==> config.mk <==
export PLATFORM = sky130hd
export DESIGN_NAME = sps_port
export DESIGN_NICKNAME = d
export VERILOG_FILES = /design/src/hw/sps_port.v
export VERILOG_INCLUDE_DIRS = /design/src /design/src/hw
export SDC_FILE = /design/constraint.sdc
export NUM_CORES = 1
export LEC_CHECK = 0
export BUFFER_PORTS_ARGS = -buffer_cell sky130_fd_sc_hd__buf_2
export CELL_PAD_IN_SITES_DETAIL_PLACEMENT = 1
export CELL_PAD_IN_SITES_GLOBAL_PLACEMENT = 1
export CORE_MARGIN = 8
export CORE_UTILIZATION = 28
export CTS_CLUSTER_SIZE = 40
export DETAILED_ROUTE_END_ITERATION = 16
export HOLD_SLACK_MARGIN = 0.08
export PLACE_DENSITY_LB_ADDON = 0.1
export SYNTH_ARGS = -nofsm -noshare
export SYNTH_HDL_FRONTEND = slang
export SYNTH_SLANG_ARGS = --single-unit
==> constraint.sdc <==
create_clock -name clk_i -period 1.8 [get_ports clk_i]
set_input_delay 0.09 -clock clk_i [delete_from_list [all_inputs] [get_ports clk_i]]
set_output_delay 0.09 -clock clk_i [all_outputs]
set_load 0.02 [all_outputs]
==> src/hw/sps_defines.vh <==
// register map, field positions and reset values of the shared i/o port
// assumes wishbone byte addresses are four times the register index
`ifndef SPS_DEFINES_VH
`define SPS_DEFINES_VH

// register indices; byte address is four times the index
`define SPS_PB_DIR_IDX      16'hFFD4
`define SPS_PB_DATA_IDX     16'hFFD6
`define SPS_PA_DIR_IDX      16'hFFD1
`define SPS_PA_DATA_IDX     16'hFFD3
`define SPS_NDE_LO_IDX      16'hFFE0
`define SPS_NDE_HI_IDX      16'hFFE1

// reset values
`define SPS_PB_DIR_RST      8'h00
`define SPS_PB_DATA_RST     8'h00
`define SPS_PA_DIR_RST      3'h0
`define SPS_PA_DATA_RST     3'h0
`define SPS_NDE_LO_RST      3'h0
`define SPS_NDE_HI_RST      8'h00

// read value of the write-only direction register
`define SPS_PB_DIR_READ     8'hFF

// prescaler select codes
`define SPS_PSC_CLK_C       3'h6
`define SPS_PSC_CLK_B       3'h5

// timer channel 0 a-side io control field
`define SPS_IOA_MSB         2
`define SPS_IOA_NONE        2'h0

// port a pin positions
`define SPS_PIN_A2          2
`define SPS_PIN_A1          1
`define SPS_PIN_A0          0

// wishbone
`define SPS_ADR_W           18
`define SPS_DAT_W           32
`define SPS_BYTE_W          8

`endif

==> src/hw/sps_port.v <==
// shared i/o port: pin selection for port a pins 2..0 and port b registers
// assumes a classic wishbone master and timer/pattern units outside
// Contract
// - Ch0 pwm or compare-output code: a2 drives timer output.
// - Else a2 input at dir 0, else port data or pattern bit 2.
// - A2 feeds ch0 capture whenever io control msb is 1.
// - A2 is external clock c when any prescaler select is 110.
// - A1, a0 input at dir 0, else port data or pattern bit.
// - A1 is external clock b on phase counting or select 101.
// - A0 is external clock a on phase counting or select 10x.
// - Port b: eight bidirectional pins, same functions in every mode.
// - Port b pin outputs at direction bit 1, else input.
// - Port b direction is write-only and reads all ones.
// - Port b direction clears on reset, hw standby; kept in sw standby.
// - In sw standby port b output pins keep driving.
// - Port b read: data bit for outputs, pin level for inputs.
// - Port b data clears on reset, hw standby; kept in sw standby.
// - Port b data register holds pattern output groups 2 and 3.
// - Locked data bits ignore cpu writes; only transfers, reset and hw standby change them.
`include "sps_defines.vh"

module sps_port (
    input  wire                    clk_i,
    input  wire                    rst_i,
    // wishbone classic slave
    input  wire                    wb_cyc_i,
    input  wire                    wb_stb_i,
    input  wire                    wb_we_i,
    input  wire [`SPS_ADR_W-1:0]   wb_adr_i,
    input  wire [3:0]              wb_sel_i,
    input  wire [`SPS_DAT_W-1:0]   wb_dat_i,
    output reg  [`SPS_DAT_W-1:0]   wb_dat_o,
    output reg                     wb_ack_o,
    // standby
    input  wire                    hw_standby_i,
    input  wire                    sw_standby_i,
    // timer settings
    input  wire                    ch0_pwm_mode_i,
    input  wire [2:0]              timer_ch0_io_control_i,
    input  wire [14:0]             prescale_sel_i,
    input  wire                    phase_count_mode_i,
    input  wire                    timer_ch0_a_out_i,
    // pattern unit
    input  wire [2:0]              pattern_out_i,
    input  wire [7:0]              upper_next_data_i,
    input  wire                    upper_transfer_i,
    // port a pins 2..0
    input  wire [2:0]              pa_pin_i,
    output reg  [2:0]              pa_pin_o,
    output reg  [2:0]              pa_pin_oe_o,
    // timer inputs taken from port a
    output reg                     timer_ch0_a_pin_o,
    output reg                     ext_timer_clock_a_o,
    output reg                     ext_timer_clock_b_o,
    output reg                     ext_timer_clock_c_o,
    // port b pins
    input  wire [7:0]              pb_pin_i,
    output reg  [7:0]              pb_pin_o,
    output reg  [7:0]              pb_pin_oe_o
);

    reg  [7:0]  pb_dir_q;
    reg  [7:0]  pb_dir_d;
    reg  [7:0]  pb_data_q;
    reg  [7:0]  pb_data_d;
    reg  [2:0]  pa_dir_q;
    reg  [2:0]  pa_data_q;
    reg  [2:0]  nde_lo_q;
    reg  [7:0]  nde_hi_q;

    wire [15:0] word_idx;
    wire        req;
    wire        wr_lane;
    wire [7:0]  wbyte;
    wire        hit_pb_dir;
    wire        hit_pb_data;
    wire        hit_pa_dir;
    wire        hit_pa_data;
    wire        hit_nde_lo;
    wire        hit_nde_hi;

    reg         any_clk_c;
    reg         any_clk_b;
    reg         any_clk_a;
    wire [4:0]  sel_clk_c;
    wire [4:0]  sel_clk_b;
    wire [4:0]  sel_clk_a;
    wire [2:0]  pa_oe_gen;
    wire [2:0]  pa_out_gen;
    genvar      g;

    reg         a2_timer_own;
    reg  [2:0]  pa_out_d;
    reg  [2:0]  pa_oe_d;
    reg  [7:0]  rd_byte;

    assign word_idx = wb_adr_i[`SPS_ADR_W-1:2];
    assign req      = wb_cyc_i & wb_stb_i & ~wb_ack_o;
    // write lands at the edge where the master sees ack
    assign wr_lane  = wb_cyc_i & wb_stb_i & wb_ack_o & wb_we_i & wb_sel_i[0];
    assign wbyte    = wb_dat_i[`SPS_BYTE_W-1:0];

    // register selects
    assign hit_pb_dir  = (word_idx == `SPS_PB_DIR_IDX);
    assign hit_pb_data = (word_idx == `SPS_PB_DATA_IDX);
    assign hit_pa_dir  = (word_idx == `SPS_PA_DIR_IDX);
    assign hit_pa_data = (word_idx == `SPS_PA_DATA_IDX);
    assign hit_nde_lo  = (word_idx == `SPS_NDE_LO_IDX);
    assign hit_nde_hi  = (word_idx == `SPS_NDE_HI_IDX);

    // prescaler decode over timer control 4..0
    generate
        for (g = 0; g < 5; g = g + 1) begin : g_psc
            sps_psc_dec u_psc (
                .psc_i   (prescale_sel_i[3*g +: 3]),
                .clk_c_o (sel_clk_c[g]),
                .clk_b_o (sel_clk_b[g]),
                .clk_a_o (sel_clk_a[g])
            );
        end
    endgenerate

    // any of the five controls claims the pin as clock
    always @* begin
        any_clk_c = |sel_clk_c;
        any_clk_b = |sel_clk_b;
        any_clk_a = |sel_clk_a;
    end

    // port a data or pattern per pin
    generate
        for (g = 0; g < 3; g = g + 1) begin : g_pa
            sps_pa_mux u_pa (
                .dir_i     (pa_dir_q[g]),
                .nde_i     (nde_lo_q[g]),
                .data_i    (pa_data_q[g]),
                .pattern_i (pattern_out_i[g]),
                .oe_o      (pa_oe_gen[g]),
                .out_o     (pa_out_gen[g])
            );
        end
    endgenerate

    // port a pin function selection
    always @* begin
        a2_timer_own = ch0_pwm_mode_i |
            (~timer_ch0_io_control_i[`SPS_IOA_MSB] &
             (timer_ch0_io_control_i[1:0] != `SPS_IOA_NONE));
        pa_oe_d  = pa_oe_gen;
        pa_out_d = pa_out_gen;
        if (a2_timer_own) begin
            pa_oe_d[`SPS_PIN_A2]  = 1'b1;
            pa_out_d[`SPS_PIN_A2] = timer_ch0_a_out_i;
        end
    end

    // port b next values
    always @* begin
        pb_dir_d  = pb_dir_q;
        pb_data_d = pb_data_q;
        if (wr_lane && hit_pb_dir) begin
            pb_dir_d = wbyte;
        end
        // locked bits keep cpu writes out
        if (wr_lane && hit_pb_data) begin
            pb_data_d = (pb_data_q & nde_hi_q) | (wbyte & ~nde_hi_q);
        end
        if (upper_transfer_i) begin
            pb_data_d = (pb_data_d & ~nde_hi_q) |
                        (upper_next_data_i & nde_hi_q);
        end
    end

    // read multiplexer
    always @* begin
        case (word_idx)
            `SPS_PB_DIR_IDX:  rd_byte = `SPS_PB_DIR_READ;
            `SPS_PB_DATA_IDX: rd_byte = (pb_data_q & pb_dir_q) |
                                        (pb_pin_i & ~pb_dir_q);
            `SPS_PA_DIR_IDX:  rd_byte = {5'h00, pa_dir_q};
            `SPS_PA_DATA_IDX: rd_byte = {5'h00, (pa_data_q & pa_dir_q) |
                                                (pa_pin_i & ~pa_dir_q)};
            `SPS_NDE_LO_IDX:  rd_byte = {5'h00, nde_lo_q};
            `SPS_NDE_HI_IDX:  rd_byte = nde_hi_q;
            default:          rd_byte = 8'h00;
        endcase
    end

    // wishbone answer, one wait state
    always @(posedge clk_i) begin
        if (rst_i) begin
            wb_ack_o <= 1'b0;
            wb_dat_o <= 32'h0000_0000;
        end else begin
            wb_ack_o <= req;
            if (req && !wb_we_i) begin
                wb_dat_o <= {24'h000000, rd_byte};
            end
        end
    end

    // port b registers
    always @(posedge clk_i) begin
        // clear on reset and hw standby
        if (rst_i || hw_standby_i) begin
            pb_dir_q  <= `SPS_PB_DIR_RST;
            pb_data_q <= `SPS_PB_DATA_RST;
        end else begin
            // data register also carries pattern groups
            pb_dir_q  <= pb_dir_d;
            pb_data_q <= pb_data_d;
        end
    end

    // port b pins; sw standby leaves state as is
    always @(posedge clk_i) begin
        if (rst_i || hw_standby_i) begin
            pb_pin_o    <= 8'h00;
            pb_pin_oe_o <= 8'h00;
        end else begin
            pb_pin_o    <= pb_data_d;
            pb_pin_oe_o <= pb_dir_d;
        end
    end

    // own control registers for port a and enables
    always @(posedge clk_i) begin
        if (rst_i) begin
            pa_dir_q  <= `SPS_PA_DIR_RST;
            pa_data_q <= `SPS_PA_DATA_RST;
            nde_lo_q  <= `SPS_NDE_LO_RST;
            nde_hi_q  <= `SPS_NDE_HI_RST;
        end else begin
            if (wr_lane && hit_pa_dir) begin
                pa_dir_q <= wbyte[2:0];
            end
            if (wr_lane && hit_pa_data) begin
                pa_data_q <= wbyte[2:0];
            end
            if (wr_lane && hit_nde_lo) begin
                nde_lo_q <= wbyte[2:0];
            end
            if (wr_lane && hit_nde_hi) begin
                nde_hi_q <= wbyte;
            end
        end
    end

    // port a pins and timer inputs
    always @(posedge clk_i) begin
        if (rst_i) begin
            pa_pin_o            <= 3'h0;
            pa_pin_oe_o         <= 3'h0;
            timer_ch0_a_pin_o   <= 1'b0;
            ext_timer_clock_a_o <= 1'b0;
            ext_timer_clock_b_o <= 1'b0;
            ext_timer_clock_c_o <= 1'b0;
        end else begin
            pa_pin_o    <= pa_out_d;
            pa_pin_oe_o <= pa_oe_d;
            timer_ch0_a_pin_o <= timer_ch0_io_control_i[`SPS_IOA_MSB] &
                                 pa_pin_i[`SPS_PIN_A2];
            ext_timer_clock_c_o <= any_clk_c & pa_pin_i[`SPS_PIN_A2];
            ext_timer_clock_b_o <= (phase_count_mode_i | any_clk_b) &
                                   pa_pin_i[`SPS_PIN_A1];
            ext_timer_clock_a_o <= (phase_count_mode_i | any_clk_a) &
                                   pa_pin_i[`SPS_PIN_A0];
        end
    end

endmodule

// decode of one timer control prescaler select field
module sps_psc_dec (
    input  wire [2:0] psc_i,
    output wire       clk_c_o,
    output wire       clk_b_o,
    output wire       clk_a_o
);

    assign clk_c_o = (psc_i == `SPS_PSC_CLK_C);
    assign clk_b_o = (psc_i == `SPS_PSC_CLK_B);
    // clock a select, bit 2 set and bit 1 clear
    assign clk_a_o = psc_i[2] & ~psc_i[1];

endmodule

// one port a pin: port data or pattern bit while output
module sps_pa_mux (
    input  wire dir_i,
    input  wire nde_i,
    input  wire data_i,
    input  wire pattern_i,
    output wire oe_o,
    output wire out_o
);

    // direction drives enable, enable bit picks pattern
    assign oe_o  = dir_i;
    assign out_o = nde_i ? pattern_i : data_i;

endmodule

# Word-level counts from Yosys, hierarchy flattened
# Index checks and enable logic that the tools add are counted.
# Widths: inputs -> output; s select.
# totals
regBits	52
input_bits	105
output_inout_bits	59
word_cells	91
# op_classes
n_eq_ne	16
mux	8
n_bitwise	40
n_reduce_logical	13
# ops
cell	count
$eq 16x16->1 const B	6
$and 8x8->8	6
$pmux 8 s6	1
$eq 3x3->1 const B	10
$or 8x8->8	3
$mux 8	2
$not 8->8	2
$and 1x1->1	15
$reduce_or 5->1	3
$logic_and 1x1->1	7
$not 1->1	7
$and 3x3->3	2
$mux 1	5
$not 3->3	1
$or 1x1->1	3
$or 3x3->3	1
$reduce_bool 2->1	1
$logic_not 1->1	1
$logic_or 1x1->1	1

# Depth between registers and ports, before layout
# logic_depth
depth_word	9
mapped_depth	7

# Modules after synthesis
# A second synthesis with hierarchy kept.
# unflattened
cells_unflattened	354
area_unflattened_um2	3155.5
# modules_own_cells
mod	n_inst	cells_each	area_per_inst_um2
sps_port	1	333	2944.1
sps_psc_dec	5	3	28.8
sps_pa_mux	3	2	22.5

# Worst setup path after synthesis
# OpenSTA, ideal clock, no wires.
# synth_path
kind	in2reg
startpoint	input wb_adr_i[2]
endpoint	register pb_pin_oe_o[0]
setup_time_ns	0.128
arrival_ns	1.644
required_time_ns	1.672
setup_slack_ns	0.028
path_stages	7
n_path_buf	2
path_cell_list	buf_2 or4b_1 nor4_4 and2_1 buf_4 mux2i_1 nor2_1
# synth_between
elab_chain_cells	2
# synth_lines
item	line_no	rtl
from (decl)	sps_port.v:29	input wire [`SPS_ADR_W-1:0] wb_adr_i,
$eq 16x16->1	--	
$logic_and 1x1->1	sps_port.v:161	if (wr_lane && hit_pb_dir) begin
to (signal assigned)	sps_port.v:222	pb_pin_oe_o <= pb_dir_d;
to (decl)	sps_port.v:59	output reg [7:0] pb_pin_oe_o
# Every way passes these cells.
# A chain may end at the register's enable or synchronous reset.

# Worst setup path after layout
# layout_path
startpoint	input wb_stb_i
endpoint	register wb_dat_o[4]
# layout_between
elab_chain_cells	3
# layout_lines
item	line_no	rtl
from (decl)	sps_port.v:27	input wire wb_stb_i,
$and 1x1->1 (2 in a row)	sps_port.v:98	assign req = wb_cyc_i & wb_stb_i & ~wb_ack_o;
$logic_and 1x1->1	sps_port.v:196	if (req && !wb_we_i) begin
to (signal assigned)	sps_port.v:197	wb_dat_o <= {24'h000000, rd_byte};
to (decl)	sps_port.v:32	output reg [`SPS_DAT_W-1:0] wb_dat_o,
# Every way passes these cells.

==> metrics.md <==
| Metric | Value |
|---|---|
| Via density | `~4.8` |
| Largest family of logic cells by synthesized area | `simple AND/OR/NAND/NOR gates` |
| Min Tclk post-route | `1.70 ns` |
| Post-synthesis simple-gate area fraction | `24.7%` |
| Area after DPL | `3550 um2` |
| Post-DP HPWL | `7.47 mm` |
| Share of the yosys chip area belonging to registers | `a little under two fifths` |
| Initial DRT Pass Iterations | `4` |
| Synth Area in Adders | `0%` |
| Initial core utilization | `28.8%` |
| Compound-gate portion of the synthesized area | `~15%` |
| Ranking of synthesized cells by area | `dfxtp_1 37%, mux2i_1 9.5%, buf_4 6.9%` |
| Design area | `3850 um2` |
| CORE AREA | `9820 um2` |
| Gpl congestion | `0.730` |
| Port Buffers | `109` |
| DR iter-0 viols | `64` |
| Worst Path Required | `between 2 and 2.5 ns` |
| Synthesized area per cell | `around 9.0 um2` |
| Ant diodes | `0` |
| Fin crit share | `94.6%` |
| R2R Setup Slk | `0.16 ns` |
| Crit Reg-Reg Startpoint | `wb_ack_o` |
| Slowest CP cell | `dlygate4sd3_1` |
| CP max stage delay | `0.52 ns` |
| First-pass GRT wire length | `15.1 mm` |
| Wirelength per Cell | `16.6 um` |
| Top cell type by total area after synthesis | `dfxtp_1` |
| # rows | `36` |
| Reg clk slew, reported paths | `0.10 ns` |
| Min-Delay Startpoint | `wb_dat_i[1]` |
| CTS Buf Count | `5` |
| Synth Warn # | `0` |
| Critical Path AT | `1.95 ns` |
| EDFF count, synth | `0` |
| Hold crit path type | `input port to flop` |
| Cells along the critical path | `dlygate4sd3_1 -> buf_2 -> nand2_1 -> or3_4 -> buf_8 -> a2111oi_4 -> buf_4 -> a21oi_1 -> nor3_1` |
| Final Hold Fails | `0` |
| Final Core Density | `between 30% and 40%` |
| Initial antenna violation count | `0` |
| H-tree depth | `2` |
| Clock Path Buffers | `2` |
| Clk sinks | `between 50 and 60` |
| Clock skew | `0.00921 ns` |
| Hold worst-path end | `pa_data_q[1]` |
| Max Freq | `587 MHz` |
| Dominant synthesized flop cell | `dfxtp_1` |
| R2R Path End | `wb_dat_o[4]` |
| Critical Path Sink Type | `flop` |
| Routed Antenna Nets | `0` |
| WHS Path Cells | `3` |
| Total number of vias | `2,789` |
| Total routed wirelength | `roughly 9.7 mm` |
| Pins Over Slew Limit | `0` |
| Async S/R FF share, synth | `0%` |
| Mapped Area | `about 2800 um2` |
| Commonest cells post-synth | `52 x dfxtp_1, 30 x nor2_1, 27 x mux2i_1` |
| Fraction of synthesized cell area taken by the top area cell type | `36.8%` |
| Final Setup Violations | `0` |
| Root Buffer | `clkbuf_8` |
| Die Y | `between 100 and 150 um` |
| Synth cell types | `43` |
| Mapped Cells | `313` |
| Layout cells sized above 1 | `35.2%` |
| Power per cell area | `581 nW/um2` |
| GR Overflow Total | `0` |
| Status | `completed` |
| Worst R2R Path Depth | `6` |
| Nets | `556` |
| CP Class | `input port to flop` |
| Clk Latency, worst-skew pair | `0.31 ns` |
| Largest net degree at the start of global routing | `21` |
| Top-count cell post-synth | `dfxtp_1` |
| CTS tree | `built` |
| DR DRC count | `0` |
| Die ar. | `13,600 um2` |
| Hold WS | `about 0.10 ns` |
| IO Count | `~160` |
| Die W | `117 um` |
| Vias in the first global route | `3,021` |
| Tot GR Track Use | `14.2%` |
| Worst setup SP type | `input port` |
| Synthesized flop and latch total | `52` |
| Mux share of post-synthesis cell area | `13.9%` |
| Leakage power | `0.00165 uW` |
| Max Cap Viol | `0` |
| Worst vdd ir | `just under 300 uV` |
| CP max FO | `14` |
| Synth Area in XOR/XNOR | `less than 1%` |
| Layout area overhead | `35.9%` |
==> layout by cell type, fill, tap and decap left out, types with 5 or more instances in the layout <==
| cell type | count |
|---|---|
| a221o_1 | 5 |
| nor4_1 | 5 |
| nor2_1 | 30 |
| clkbuf_8 | 6 |
| buf_4 | 18 |
| and3_1 | 11 |
| a211oi_1 | 17 |
| nand2_1 | 15 |
| nand3_1 | 12 |
| dlygate4sd3_1 | 18 |
| buf_2 | 109 |
| dfxtp_1 | 52 |
| conb_1 | 24 |
| mux2i_1 | 27 |
| a21oi_1 | 22 |
| mux2_2 | 11 |
| inv_1 | 6 |
| nor3_1 | 13 |
==> kinds of logic after synthesis <==
kind of cell,after synthesis
AND/OR/NAND/NOR,118
flip-flops,52
buffers and inverters,46
multiplexers,38
other,1
XOR/XNOR,1
AO/OA/AOI/OAI,57
==> how the worst max path moves through the flow <==
| stage | endpoint | startpoint |
|---|---|---|
| after global routing | wb_dat_o[7] | wb_stb_i |
| after floorplan | pb_pin_oe_o[0] | wb_adr_i[2] |
| after detailed placement | wb_dat_o[6] | wb_adr_i[3] |
| after global placement | wb_dat_o[4] | wb_adr_i[3] |
| final | wb_dat_o[4] | wb_stb_i |
| after CTS | wb_dat_o[6] | wb_stb_i |
==> area by class of cell <==
cell class	count	area [um2]
Clock buffer	7	86.3
Clock inverter	1	7.51
Fill cell	1201	5970
Inverter	6	22.5
Multi-Input combinational cell	238	1610
Sequential cell	52	1040
Tap cell	133	166
Timing Repair Buffer	148	916
==> layer usage <==
metal	up-vias	GRT usage [%]	part of all wire (%)
met3	8	3.41	6.2
met1	1325	16.5	43
met2	72	25.6	50
met5	-	0	0
met4	0	3.58	0.96
li1	1384	-	-
==> where the power goes <==
part / internal (uW) / total [uW] / switching [uW]
clock: 314 / 722 / 408
sequential: 1160 / 1170 / 4.37
combinational: 150 / 346 / 195
total: 1630 / 2230 / 608
==> worst max-delay path: cells and delay by family <==
family | cells | cell delay [ns]
compound gates | 2 | 0.30
buf+inv | 4 | 0.97
simple gates | 3 | 0.57
==> per-stage QoR <==
stage                     TNS [ns]  instances  power [uW]  worst slack [ns]
after floorplan                  0        336        1400            0.0285
after global placement       -1.22        558        1510            -0.116
after detailed placement     -1.52        558        1510            -0.160
after CTS                        0        584        2270            0.0760
after global routing       -0.0113        585        2340           -0.0113
final                            0        585        2230            0.0970
==> registers in the layout (all words and copies together), names as in the netlist, 8 cells and up <==
name / flops
wb_dat_o: 8
nde_hi_q: 8
pb_pin_oe_o: 8
pb_pin_o: 8
==> timing repair <==
item / CTS / global route
endpoints found under the setup margin: 0 / 5
resized for setup: 0 / 3
hold buffers: 18 / 0
setup buffers: 0 / 1
endpoints found under the hold margin: 23 / 0
Note: power is estimated with default switching activity, not from simulation.
